===== config.mk =====
export PLATFORM = sky130hd
export DESIGN_NAME = psm_regs
export DESIGN_NICKNAME = d
export VERILOG_FILES = /design/src/hw/psm_ms_div.v /design/src/hw/psm_ms_timer.v /design/src/hw/psm_regs.v
export VERILOG_INCLUDE_DIRS = /design/src /design/src/hw
export SDC_FILE = /design/constraint.sdc
export NUM_CORES = 1
export LEC_CHECK = 0
export BUFFER_PORTS_ARGS = -buffer_cell sky130_fd_sc_hd__buf_2
export CORE_MARGIN = 1
export CORE_UTILIZATION = 60
export DETAILED_ROUTE_END_ITERATION = 8
export GPL_TIMING_DRIVEN = 0
export PLACE_DENSITY = 0.88
export SLEW_MARGIN = 10
export SYNTH_ARGS = -nofsm -noshare
export SYNTH_HDL_FRONTEND = slang
export SYNTH_SLANG_ARGS = --single-unit

===== constraint.sdc =====
create_clock -name mclk -period 5.9 [get_ports mclk]
set_input_delay 0.59 -clock mclk [delete_from_list [all_inputs] [get_ports mclk]]
set_output_delay 0.59 -clock mclk [all_outputs]
set_load 0.05 [all_outputs]

===== src/hw/psm_consts.vh =====
// constants for the power and mode configuration registers
// assumes a 200 MHz mclk and a 16-bit management register port
`ifndef PSM_CONSTS_VH
`define PSM_CONSTS_VH
// clock and timing
// one ms of 5 ns cycles, sized to the divider counter
`define PSM_MS_CYCLES   18'd200000
`define PSM_MS_W        18
`define PSM_TMR_W       10
// pulse transmit intervals in ms
`define PSM_TX_INT_0_MS 10'd1000
`define PSM_TX_INT_1_MS 10'd768
`define PSM_TX_INT_2_MS 10'd512
`define PSM_TX_INT_3_MS 10'd256
// two-pulse wake gaps in ms
`define PSM_GAP_0_MS    10'd64
`define PSM_GAP_1_MS    10'd256
`define PSM_GAP_2_MS    10'd512
`define PSM_GAP_3_MS    10'd1000
// energy timeout and crossover extensions in ms
`define PSM_ENERGY_MS   10'd256
`define PSM_XO_SLEEP_MS 2976
`define PSM_XO_MAN_MS   1984
// register indices
`define PSM_IDX_PULSE   5'h10
`define PSM_IDX_MODE    5'h11
`define PSM_IDX_SPEC    5'h12
// pulse / crossover / low power idle register fields
`define PSM_TX_EN_BIT   15
`define PSM_TX_INT_HI   14
`define PSM_TX_INT_LO   13
`define PSM_WAKE1_BIT   12
`define PSM_GAP_HI      11
`define PSM_GAP_LO      10
`define PSM_LPI_BIT     2
`define PSM_XO_SLP_BIT  1
`define PSM_XO_MAN_BIT  0
`define PSM_PULSE_MASK  16'hFC07
`define PSM_PULSE_RST   16'h0001
// mode control register fields
`define PSM_PD_BIT      13
`define PSM_LOOP_BIT    9
`define PSM_ALT_BIT     6
`define PSM_ENERGY_BIT  1
`define PSM_MODE_MASK   16'h2241
`define PSM_MODE_RST    16'h0000
// special modes register fields
`define PSM_IFACE_BIT   14
`define PSM_OPM_HI      7
`define PSM_OPM_LO      5
`define PSM_ADDR_HI     4
`define PSM_ADDR_LO     0
// wake detector states
`define PSM_W_IDLE      2'b01
`define PSM_W_ARM       2'b10
`endif


===== src/hw/psm_ms_div.v =====
// millisecond tick divider
// assumes one free-running mclk
`timescale 1ns/1ps
`default_nettype none
`include "psm_consts.vh"
module psm_ms_div #(
  parameter [`PSM_MS_W-1:0] MS_CYCLES = `PSM_MS_CYCLES
) (
  input  wire                 mclk,
  input  wire                 resetn,
  output reg                  ms_tick
);
  reg [`PSM_MS_W-1:0] cnt;

  always @(posedge mclk or negedge resetn) begin
    if (!resetn) begin
      cnt     <= {`PSM_MS_W{1'b0}};
      ms_tick <= 1'b0;
    end else if (cnt == MS_CYCLES - 1'b1) begin
      cnt     <= {`PSM_MS_W{1'b0}};
      ms_tick <= 1'b1;
    end else begin
      cnt     <= cnt + 1'b1;
      ms_tick <= 1'b0;
    end
  end
endmodule
`default_nettype wire


===== src/hw/psm_ms_timer.v =====
// loadable millisecond countdown, done is a one-cycle pulse
// assumes ms_tick pulses once per millisecond; first ms may be short
`timescale 1ns/1ps
`default_nettype none
`include "psm_consts.vh"
module psm_ms_timer (
  input  wire                  mclk,
  input  wire                  resetn,
  input  wire                  ms_tick,
  input  wire                  start,
  input  wire                  cancel,
  input  wire [`PSM_TMR_W-1:0] load_ms,
  output reg                   running,
  output reg                   done
);
  reg [`PSM_TMR_W-1:0] cnt;

  always @(posedge mclk or negedge resetn) begin
    if (!resetn) begin
      cnt     <= {`PSM_TMR_W{1'b0}};
      running <= 1'b0;
      done    <= 1'b0;
    end else begin
      done <= 1'b0;
      if (cancel) begin
        running <= 1'b0;
      end else if (start) begin
        cnt     <= load_ms;
        running <= 1'b1;
      end else if (running && ms_tick) begin
        if (cnt == 10'h001) begin
          running <= 1'b0;
          done    <= 1'b1;
        end
        cnt <= cnt - 10'h001;
      end
    end
  end
endmodule
`default_nettype wire


===== src/hw/psm_regs.v =====
// power-down, pulse, crossover and mode configuration registers
// assumes an external serial engine presents decoded index accesses
// and that straps are stable at reset release
`timescale 1ns/1ps
`default_nettype none
`include "psm_consts.vh"
//
// Operation
// - in sleep with transmit enable set, send single link pulses at interval
// - bits 14:13 select 1 s, 768 ms, 512 ms or 256 ms spacing
// - in sleep with single-pulse wake set, one received pulse wakes
// - otherwise two pulses within the gap of bits 11:10 wake
// - bit 2 enables low power idle operation, resets to zero
// - in sleep, bit 1 extends crossover time by 2976 ms
// - bit 0 extends forced-speed auto crossover by 1984 ms, resets one
// - mode bit 13 enables energy-detect power-down, resets zero
// - bit 9 loops received packets back, 100 Mb reduced interface only
// - remote loopback ignores the isolate control
// - bit 6 selects alternate interrupt scheme, zero primary
// - energy flag clears after 256 ms without energy, set with energy
// - hardware reset sets energy flag, software reset leaves it
// - read-only bit 14 reports interface type from strap
// - operating mode field 7:5 defaults from mode straps, writable
// - station address serves as bus address and scrambler seed
// - station address defaults from address strap, software may overwrite
// - registers reached by index, each index decoded to its register
module psm_regs #(
  parameter [`PSM_MS_W-1:0] MS_CYCLES = `PSM_MS_CYCLES
) (
  input  wire        mclk,
  input  wire        resetn,
  input  wire        reduced_interface_strap,
  input  wire [2:0]  mode_strap,
  input  wire [4:0]  address_strap,
  input  wire        soft_reset,
  input  wire [4:0]  mgmt_index,
  input  wire        mgmt_wr,
  input  wire        mgmt_rd,
  input  wire [15:0] mgmt_wdata,
  output reg  [15:0] mgmt_rdata,
  output reg         mgmt_rvalid,
  input  wire        sleep_state,
  input  wire        link_pulse_rx,
  input  wire        line_energy,
  input  wire        auto_xover_en,
  input  wire        forced_speed,
  input  wire        speed_100,
  output wire        energy_powerdown_enable,
  output reg         link_test_pulse_tx,
  output reg         sleep_wake,
  output wire        low_power_idle_enable,
  output reg         xover_ext_sleep,
  output reg         xover_ext_manual,
  output reg         remote_loopback_enable,
  output wire        alternate_irq_select,
  output reg         host_interface_type,
  output reg         line_energy_present,
  output reg  [2:0]  op_mode,
  output reg  [4:0]  station_address
);
  reg  [15:0] pulse_cfg;
  reg  [15:0] mode_ctl;
  reg         straps_taken;
  reg  [1:0]  wstate;
  reg  [1:0]  next_wstate;
  reg         next_wake;
  reg         gap_start;
  reg         gap_cancel;
  reg  [9:0]  tx_load;
  reg  [9:0]  gap_load;
  reg  [15:0] next_rdata;
  wire        ms_tick;
  wire        tx_run;
  wire        tx_done;
  wire        gap_run;
  wire        gap_done;
  wire        en_run;
  wire        en_done;
  wire        wr_pulse;
  wire        wr_mode;
  wire        wr_spec;
  wire        asleep;
  wire        tx_active;
  wire        en_start;

  assign wr_pulse = mgmt_wr && (mgmt_index == `PSM_IDX_PULSE);
  assign wr_mode  = mgmt_wr && (mgmt_index == `PSM_IDX_MODE);
  assign wr_spec  = mgmt_wr && (mgmt_index == `PSM_IDX_SPEC);

  assign energy_powerdown_enable = mode_ctl[`PSM_PD_BIT];
  assign low_power_idle_enable   = pulse_cfg[`PSM_LPI_BIT];
  assign alternate_irq_select    = mode_ctl[`PSM_ALT_BIT];

  // sleep counts only when the power-down unit reports it and it is enabled
  assign asleep    = sleep_state && mode_ctl[`PSM_PD_BIT];
  assign tx_active = asleep && pulse_cfg[`PSM_TX_EN_BIT];

  // pulse configuration bits are not touched by software reset
  always @(posedge mclk or negedge resetn) begin
    if (!resetn) begin
      pulse_cfg <= `PSM_PULSE_RST;
    end else if (wr_pulse) begin
      pulse_cfg <= mgmt_wdata & `PSM_PULSE_MASK;
    end
  end

  // mode control bits return to default on software reset
  always @(posedge mclk or negedge resetn) begin
    if (!resetn) begin
      mode_ctl <= `PSM_MODE_RST;
    end else if (soft_reset) begin
      mode_ctl <= `PSM_MODE_RST;
    end else if (wr_mode) begin
      mode_ctl <= mgmt_wdata & `PSM_MODE_MASK;
    end
  end

  // straps caught on the first edge after release, never under reset
  always @(posedge mclk or negedge resetn) begin
    if (!resetn) begin
      straps_taken        <= 1'b0;
      host_interface_type <= 1'b0;
      op_mode             <= 3'h0;
      station_address     <= 5'h00;
    end else if (!straps_taken) begin
      straps_taken        <= 1'b1;
      host_interface_type <= reduced_interface_strap;
      op_mode             <= mode_strap;
      station_address     <= address_strap;
    end else if (wr_spec) begin
      op_mode         <= mgmt_wdata[`PSM_OPM_HI:`PSM_OPM_LO];
      station_address <= mgmt_wdata[`PSM_ADDR_HI:`PSM_ADDR_LO];
    end
  end

  psm_ms_div #(
    .MS_CYCLES (MS_CYCLES)
  ) u_div (
    .mclk    (mclk),
    .resetn  (resetn),
    .ms_tick (ms_tick)
  );

  always @* begin
    case (pulse_cfg[`PSM_TX_INT_HI:`PSM_TX_INT_LO])
      2'b00:   tx_load = `PSM_TX_INT_0_MS;
      2'b01:   tx_load = `PSM_TX_INT_1_MS;
      2'b10:   tx_load = `PSM_TX_INT_2_MS;
      default: tx_load = `PSM_TX_INT_3_MS;
    endcase
    case (pulse_cfg[`PSM_GAP_HI:`PSM_GAP_LO])
      2'b00:   gap_load = `PSM_GAP_0_MS;
      2'b01:   gap_load = `PSM_GAP_1_MS;
      2'b10:   gap_load = `PSM_GAP_2_MS;
      default: gap_load = `PSM_GAP_3_MS;
    endcase
  end

  // transmit timer reloads itself one cycle after each expiry
  psm_ms_timer u_tx (
    .mclk    (mclk),
    .resetn  (resetn),
    .ms_tick (ms_tick),
    .start   (tx_active && !tx_run),
    .cancel  (!tx_active),
    .load_ms (tx_load),
    .running (tx_run),
    .done    (tx_done)
  );

  psm_ms_timer u_gap (
    .mclk    (mclk),
    .resetn  (resetn),
    .ms_tick (ms_tick),
    .start   (gap_start),
    .cancel  (gap_cancel),
    .load_ms (gap_load),
    .running (gap_run),
    .done    (gap_done)
  );

  // energy present restarts the timeout; after a timeout it stays idle
  assign en_start = line_energy || (!en_run && line_energy_present && !en_done);

  psm_ms_timer u_energy (
    .mclk    (mclk),
    .resetn  (resetn),
    .ms_tick (ms_tick),
    .start   (en_start),
    .cancel  (1'b0),
    .load_ms (`PSM_ENERGY_MS),
    .running (en_run),
    .done    (en_done)
  );

  // wake detection: single pulse, or a second pulse inside the gap
  always @* begin
    next_wstate = wstate;
    next_wake   = 1'b0;
    gap_start   = 1'b0;
    gap_cancel  = 1'b0;
    if (!asleep) begin
      next_wstate = `PSM_W_IDLE;
      gap_cancel  = 1'b1;
    end else if (pulse_cfg[`PSM_WAKE1_BIT]) begin
      next_wstate = `PSM_W_IDLE;
      gap_cancel  = 1'b1;
      next_wake   = link_pulse_rx;
    end else begin
      case (wstate)
        `PSM_W_IDLE: begin
          if (link_pulse_rx) begin
            next_wstate = `PSM_W_ARM;
            gap_start   = 1'b1;
          end
        end
        `PSM_W_ARM: begin
          if (link_pulse_rx && gap_run) begin
            next_wake   = 1'b1;
            next_wstate = `PSM_W_IDLE;
            gap_cancel  = 1'b1;
          end else if (link_pulse_rx) begin
            gap_start = 1'b1;
          end else if (!gap_run) begin
            next_wstate = `PSM_W_IDLE;
          end
        end
        default: begin
          next_wstate = `PSM_W_IDLE;
          gap_cancel  = 1'b1;
        end
      endcase
    end
  end

  always @(posedge mclk or negedge resetn) begin
    if (!resetn) begin
      wstate     <= `PSM_W_IDLE;
      sleep_wake <= 1'b0;
    end else begin
      wstate     <= next_wstate;
      sleep_wake <= next_wake;
    end
  end

  // gated control outputs, registered so every output is a flop
  always @(posedge mclk or negedge resetn) begin
    if (!resetn) begin
      link_test_pulse_tx     <= 1'b0;
      xover_ext_sleep        <= 1'b0;
      xover_ext_manual       <= 1'b0;
      remote_loopback_enable <= 1'b0;
    end else begin
      link_test_pulse_tx <= tx_done && tx_active;
      xover_ext_sleep    <= asleep && pulse_cfg[`PSM_XO_SLP_BIT];
      xover_ext_manual   <= auto_xover_en && forced_speed &&
                            pulse_cfg[`PSM_XO_MAN_BIT];
      // isolate is deliberately not an input here
      remote_loopback_enable <= mode_ctl[`PSM_LOOP_BIT] &&
                                host_interface_type && speed_100;
    end
  end

  // energy flag keeps its value through software reset
  always @(posedge mclk or negedge resetn) begin
    if (!resetn) begin
      line_energy_present <= 1'b1;
    end else if (line_energy) begin
      line_energy_present <= 1'b1;
    end else if (en_done) begin
      line_energy_present <= 1'b0;
    end
  end

  always @* begin
    next_rdata = 16'h0000;
    case (mgmt_index)
      `PSM_IDX_PULSE: begin
        next_rdata = pulse_cfg;
      end
      `PSM_IDX_MODE: begin
        next_rdata = mode_ctl;
        next_rdata[`PSM_ENERGY_BIT] = line_energy_present;
      end
      `PSM_IDX_SPEC: begin
        next_rdata[`PSM_IFACE_BIT] = host_interface_type;
        next_rdata[`PSM_OPM_HI:`PSM_OPM_LO] = op_mode;
        next_rdata[`PSM_ADDR_HI:`PSM_ADDR_LO] = station_address;
      end
      default: begin
        next_rdata = 16'h0000;
      end
    endcase
  end

  always @(posedge mclk or negedge resetn) begin
    if (!resetn) begin
      mgmt_rdata  <= 16'h0000;
      mgmt_rvalid <= 1'b0;
    end else begin
      mgmt_rvalid <= mgmt_rd;
      if (mgmt_rd) begin
        mgmt_rdata <= next_rdata;
      end
    end
  end
endmodule
`default_nettype wire


==> impl_metrics.csv <==
group,metric,value,unit
grt,gr-total-overflow,0,
finish,num_antenna_cells,0,
drt,wl,11380,µm
finish,final_cells,667,
setup_path,startpoint_type,"flop",
setup_path,cp_max_fo,8,
timing,finalHoldViolCount,0,
synthesis,synthCells,476,
setup_path,arrival,2.52,ns
grt,antenna_found_initial,0,
grt,grt_util_all_layers,28.60,%
drt,drt_iter0_drc,315,
timing,maxSlewHeadroom,45.45,%
drt,via_per_inst,6.063,
synthesis,yosysUniqueCellTypes,64,
clocking,clk_pin_slew,0.10,ns
timing,finalWorstSetupSlack,3.635,ns
drt,vias,4044,
synthesis,ys_warn_count,0,
finish,drive_above_1_share,21.24,%
place,dp.cells,651,
flow_run,drv_cap,0,
clocking,cts_resized,0,
timing,fin_crit_sh,38.39,%
hold_path,hp-class,"in -> async",
timing,worstMarginPinSlew,0.8161,ns
clocking,worst_skew_pair.late_latency,0.36,ns
synthesis,ys_seq_area_share,51.89,%
clocking,cts_sinks,101,
drt,firstDrtPassIters,7,
finish,final_area,5594,µm²
clocking,cts_buffer_depth,2,
timing,finalSetupViolCount,0,
clocking,cts_tree,"yes",
clocking,cts_buffers,9,
timing,period_minus_slack,2.265,ns
die,start_util,62.48,%
drt,route.detailed.drc,0,
synthesis,synth_edf_count,0,
timing,maxSlewViolCount,0,
clocking,post_cts_buffers,0,
power,leakagePower,2.651,nW
timing,holdWs,0.1820,ns
drt,wire_per_inst,17.06,µm
synthesis,synth_top_cell_by_area,"dfrtp_1",
die,dieHeight,92.17,µm
grt,grt_pass1_wl,18860,µm
setup_path,crit_path_end_kind,"flop",
synthesis,syn-cell-area,4878,µm²
finish,area_delta_synth_final,14.67,%
finish,nets,614,
place,post-place-ws,3.638,ns
finish,ff_latch_area,2531,µm²
power,power,1.328,mW
die,boundaryPins,76,
synthesis,synth_ff_type,"dfrtp_1",
die,die-area,8495,µm²
clocking,cts-root-buf,"clkbuf_8",
timing,fin_worst_skew,0.01204,ns
setup_path,worstSetupPathType,"reg -> reg",
die,core_area,7807,µm²
die,die_w,92.17,µm
synthesis,postSynthAreaPerCell,10.25,µm²
timing,setup_tns,0,ns
power,p_per_area,237.4,nW/µm²
power,vdd_ir_drop_max,0.1255,mV
place,gp_congestion,0.8653,
synthesis,yosysTopAreaCellShare,50.27,%
run_status,status,"finished clean",
grt,grt_pass1_vias,3967,
timing,max_freq,441.5,MHz
clocking,htree_levels,3,
place,io_buffer_count,72,
die,rows,32,
timing,rsz0062_at_grt,"no",
finish,fin_util,71.65,%
place,place_area,5396,µm²
synthesis,synth.area.top_cells,"dfrtp_1 (50%), nor2_1 (4.1%), nand3_1 (3.5%)",
synthesis,yosys_register_bits,101,
clocking,holdBufCountCts,0,
place,place_hpwl,8327,µm
finish,multi_input_area,2173,µm²
finish,fillers,563,
setup_path,required,6.16,ns
grt,grt_max_degree,66,
drt,ant_nets,0,
synthesis,synth_async_sr_flop_share,100.0,%
synthesis,syn_nets,530,
==> registers in the layout, summed over array words and instances (netlist names), 2 cells and up <==
register / count
u_div.cnt: 18
mgmt_rdata: 15
u_energy.cnt: 10
u_gap.cnt: 10
u_tx.cnt: 10
pulse_cfg: 9
station_address: 5
mode_ctl: 4
op_mode: 3
wstate: 2
==> path summary, 6_finish.rpt <==
| check | start | to | slack [ns] | cells after the start |
|---|---|---|---|---|
| min | resetn | u_tx.cnt[5] | 0.18 | 1 |
| min reg2reg | u_tx.done | link_test_pulse_tx | 0.45 | 1 |
| max reg2reg | wstate[0] | u_gap.cnt[9] | 3.63 | 5 |
| min in group mclk | mgmt_rd | mgmt_rvalid | 0.36 | 1 |
| max | wstate[0] | u_gap.cnt[9] | 3.63 | 5 |
| max in group asynchronous | resetn | pulse_cfg[0] | 5.02 | 2 |
==> cell type report <==
class / count / share of cell area [%]
multi-input cells: 332 / 38.85
clock inverters: 5 / 0.8276
clock buffers: 11 / 2.706
repair buffers: 73 / 6.978
plain buffers: 15 / 1.230
well taps: 102 / 2.281
inverters: 28 / 1.879
flip-flops and latches: 101 / 45.25
==> cell usage after synthesis (all sizes together) (9+ instances only) <==
library cell,instances
dfrtp,98
nor2,53
nand3,34
a21oi,31
inv,28
nand2,23
o21ai,20
mux2i,15
ha,13
xor2,13
clkbuf,12
mux2,12
nand4,11
xnor2,11
and3,10
nor3,9
==> per-layer routing <==
metal  track usage, %  vias to the layer above  part of all wire [%]
li1                 -                     1872                     -
met1            37.57                     1977                    41
met2            47.64                      171                    51
met3            5.473                       24                   6.6
met4            9.896                        0                   1.7
met5                0                        -                     0
==> worst max-delay path, stage by stage (launching register included) <==
cell and delay [ns]:
dfstp_2 0.56, ha_1 0.25, nor2_1 0.11, nor4b_2 0.73, nand3_1 0.20, a32o_1 0.31
==> placed cells by master (no fill, tap or decap), types with 5 or more instances in the layout <==
cell type / netlist / layout
dfrtp_1: 98 / 98
buf_2: 1 / 72
nor2_1: 53 / 53
nand3_1: 34 / 34
a21oi_1: 30 / 30
inv_1: 28 / 28
nand2_1: 23 / 23
o21ai_0: 19 / 19
mux2i_1: 15 / 15
xor2_1: 13 / 13
ha_1: 13 / 13
clkbuf_1: 12 / 12
nand4_1: 11 / 11
xnor2_1: 11 / 11
mux2_2: 11 / 11
clkbuf_8: 0 / 11
and3_1: 8 / 8
nor3_1: 8 / 8
and2_1: 5 / 5
a31oi_1: 5 / 5
a22oi_1: 5 / 5
o22ai_1: 5 / 5
==> power by group <==
part           internal [mW]  switching [mW]
clock network          0.186           0.253
registers              0.717          0.0254
logic                 0.0467          0.0997
total                  0.950           0.378
==> logic make-up (layout without fill, tap and decap cells) <==
group                    count (synthesis)  after routing  synth area share, %
AO/OA/AOI/OAI                           88             88                11.49
adder cells (fa/ha/maj)                 13             13                3.334
flip-flops                             101            101                51.89
buffers and inverters                   43            132                3.565
other                                    2              2               0.1539
XOR/XNOR                                24             24                4.309
multiplexers                            27             27                5.924
AND/OR/NAND/NOR                        178            178                19.34
Note: power is estimated with default switching activity, not from simulation.
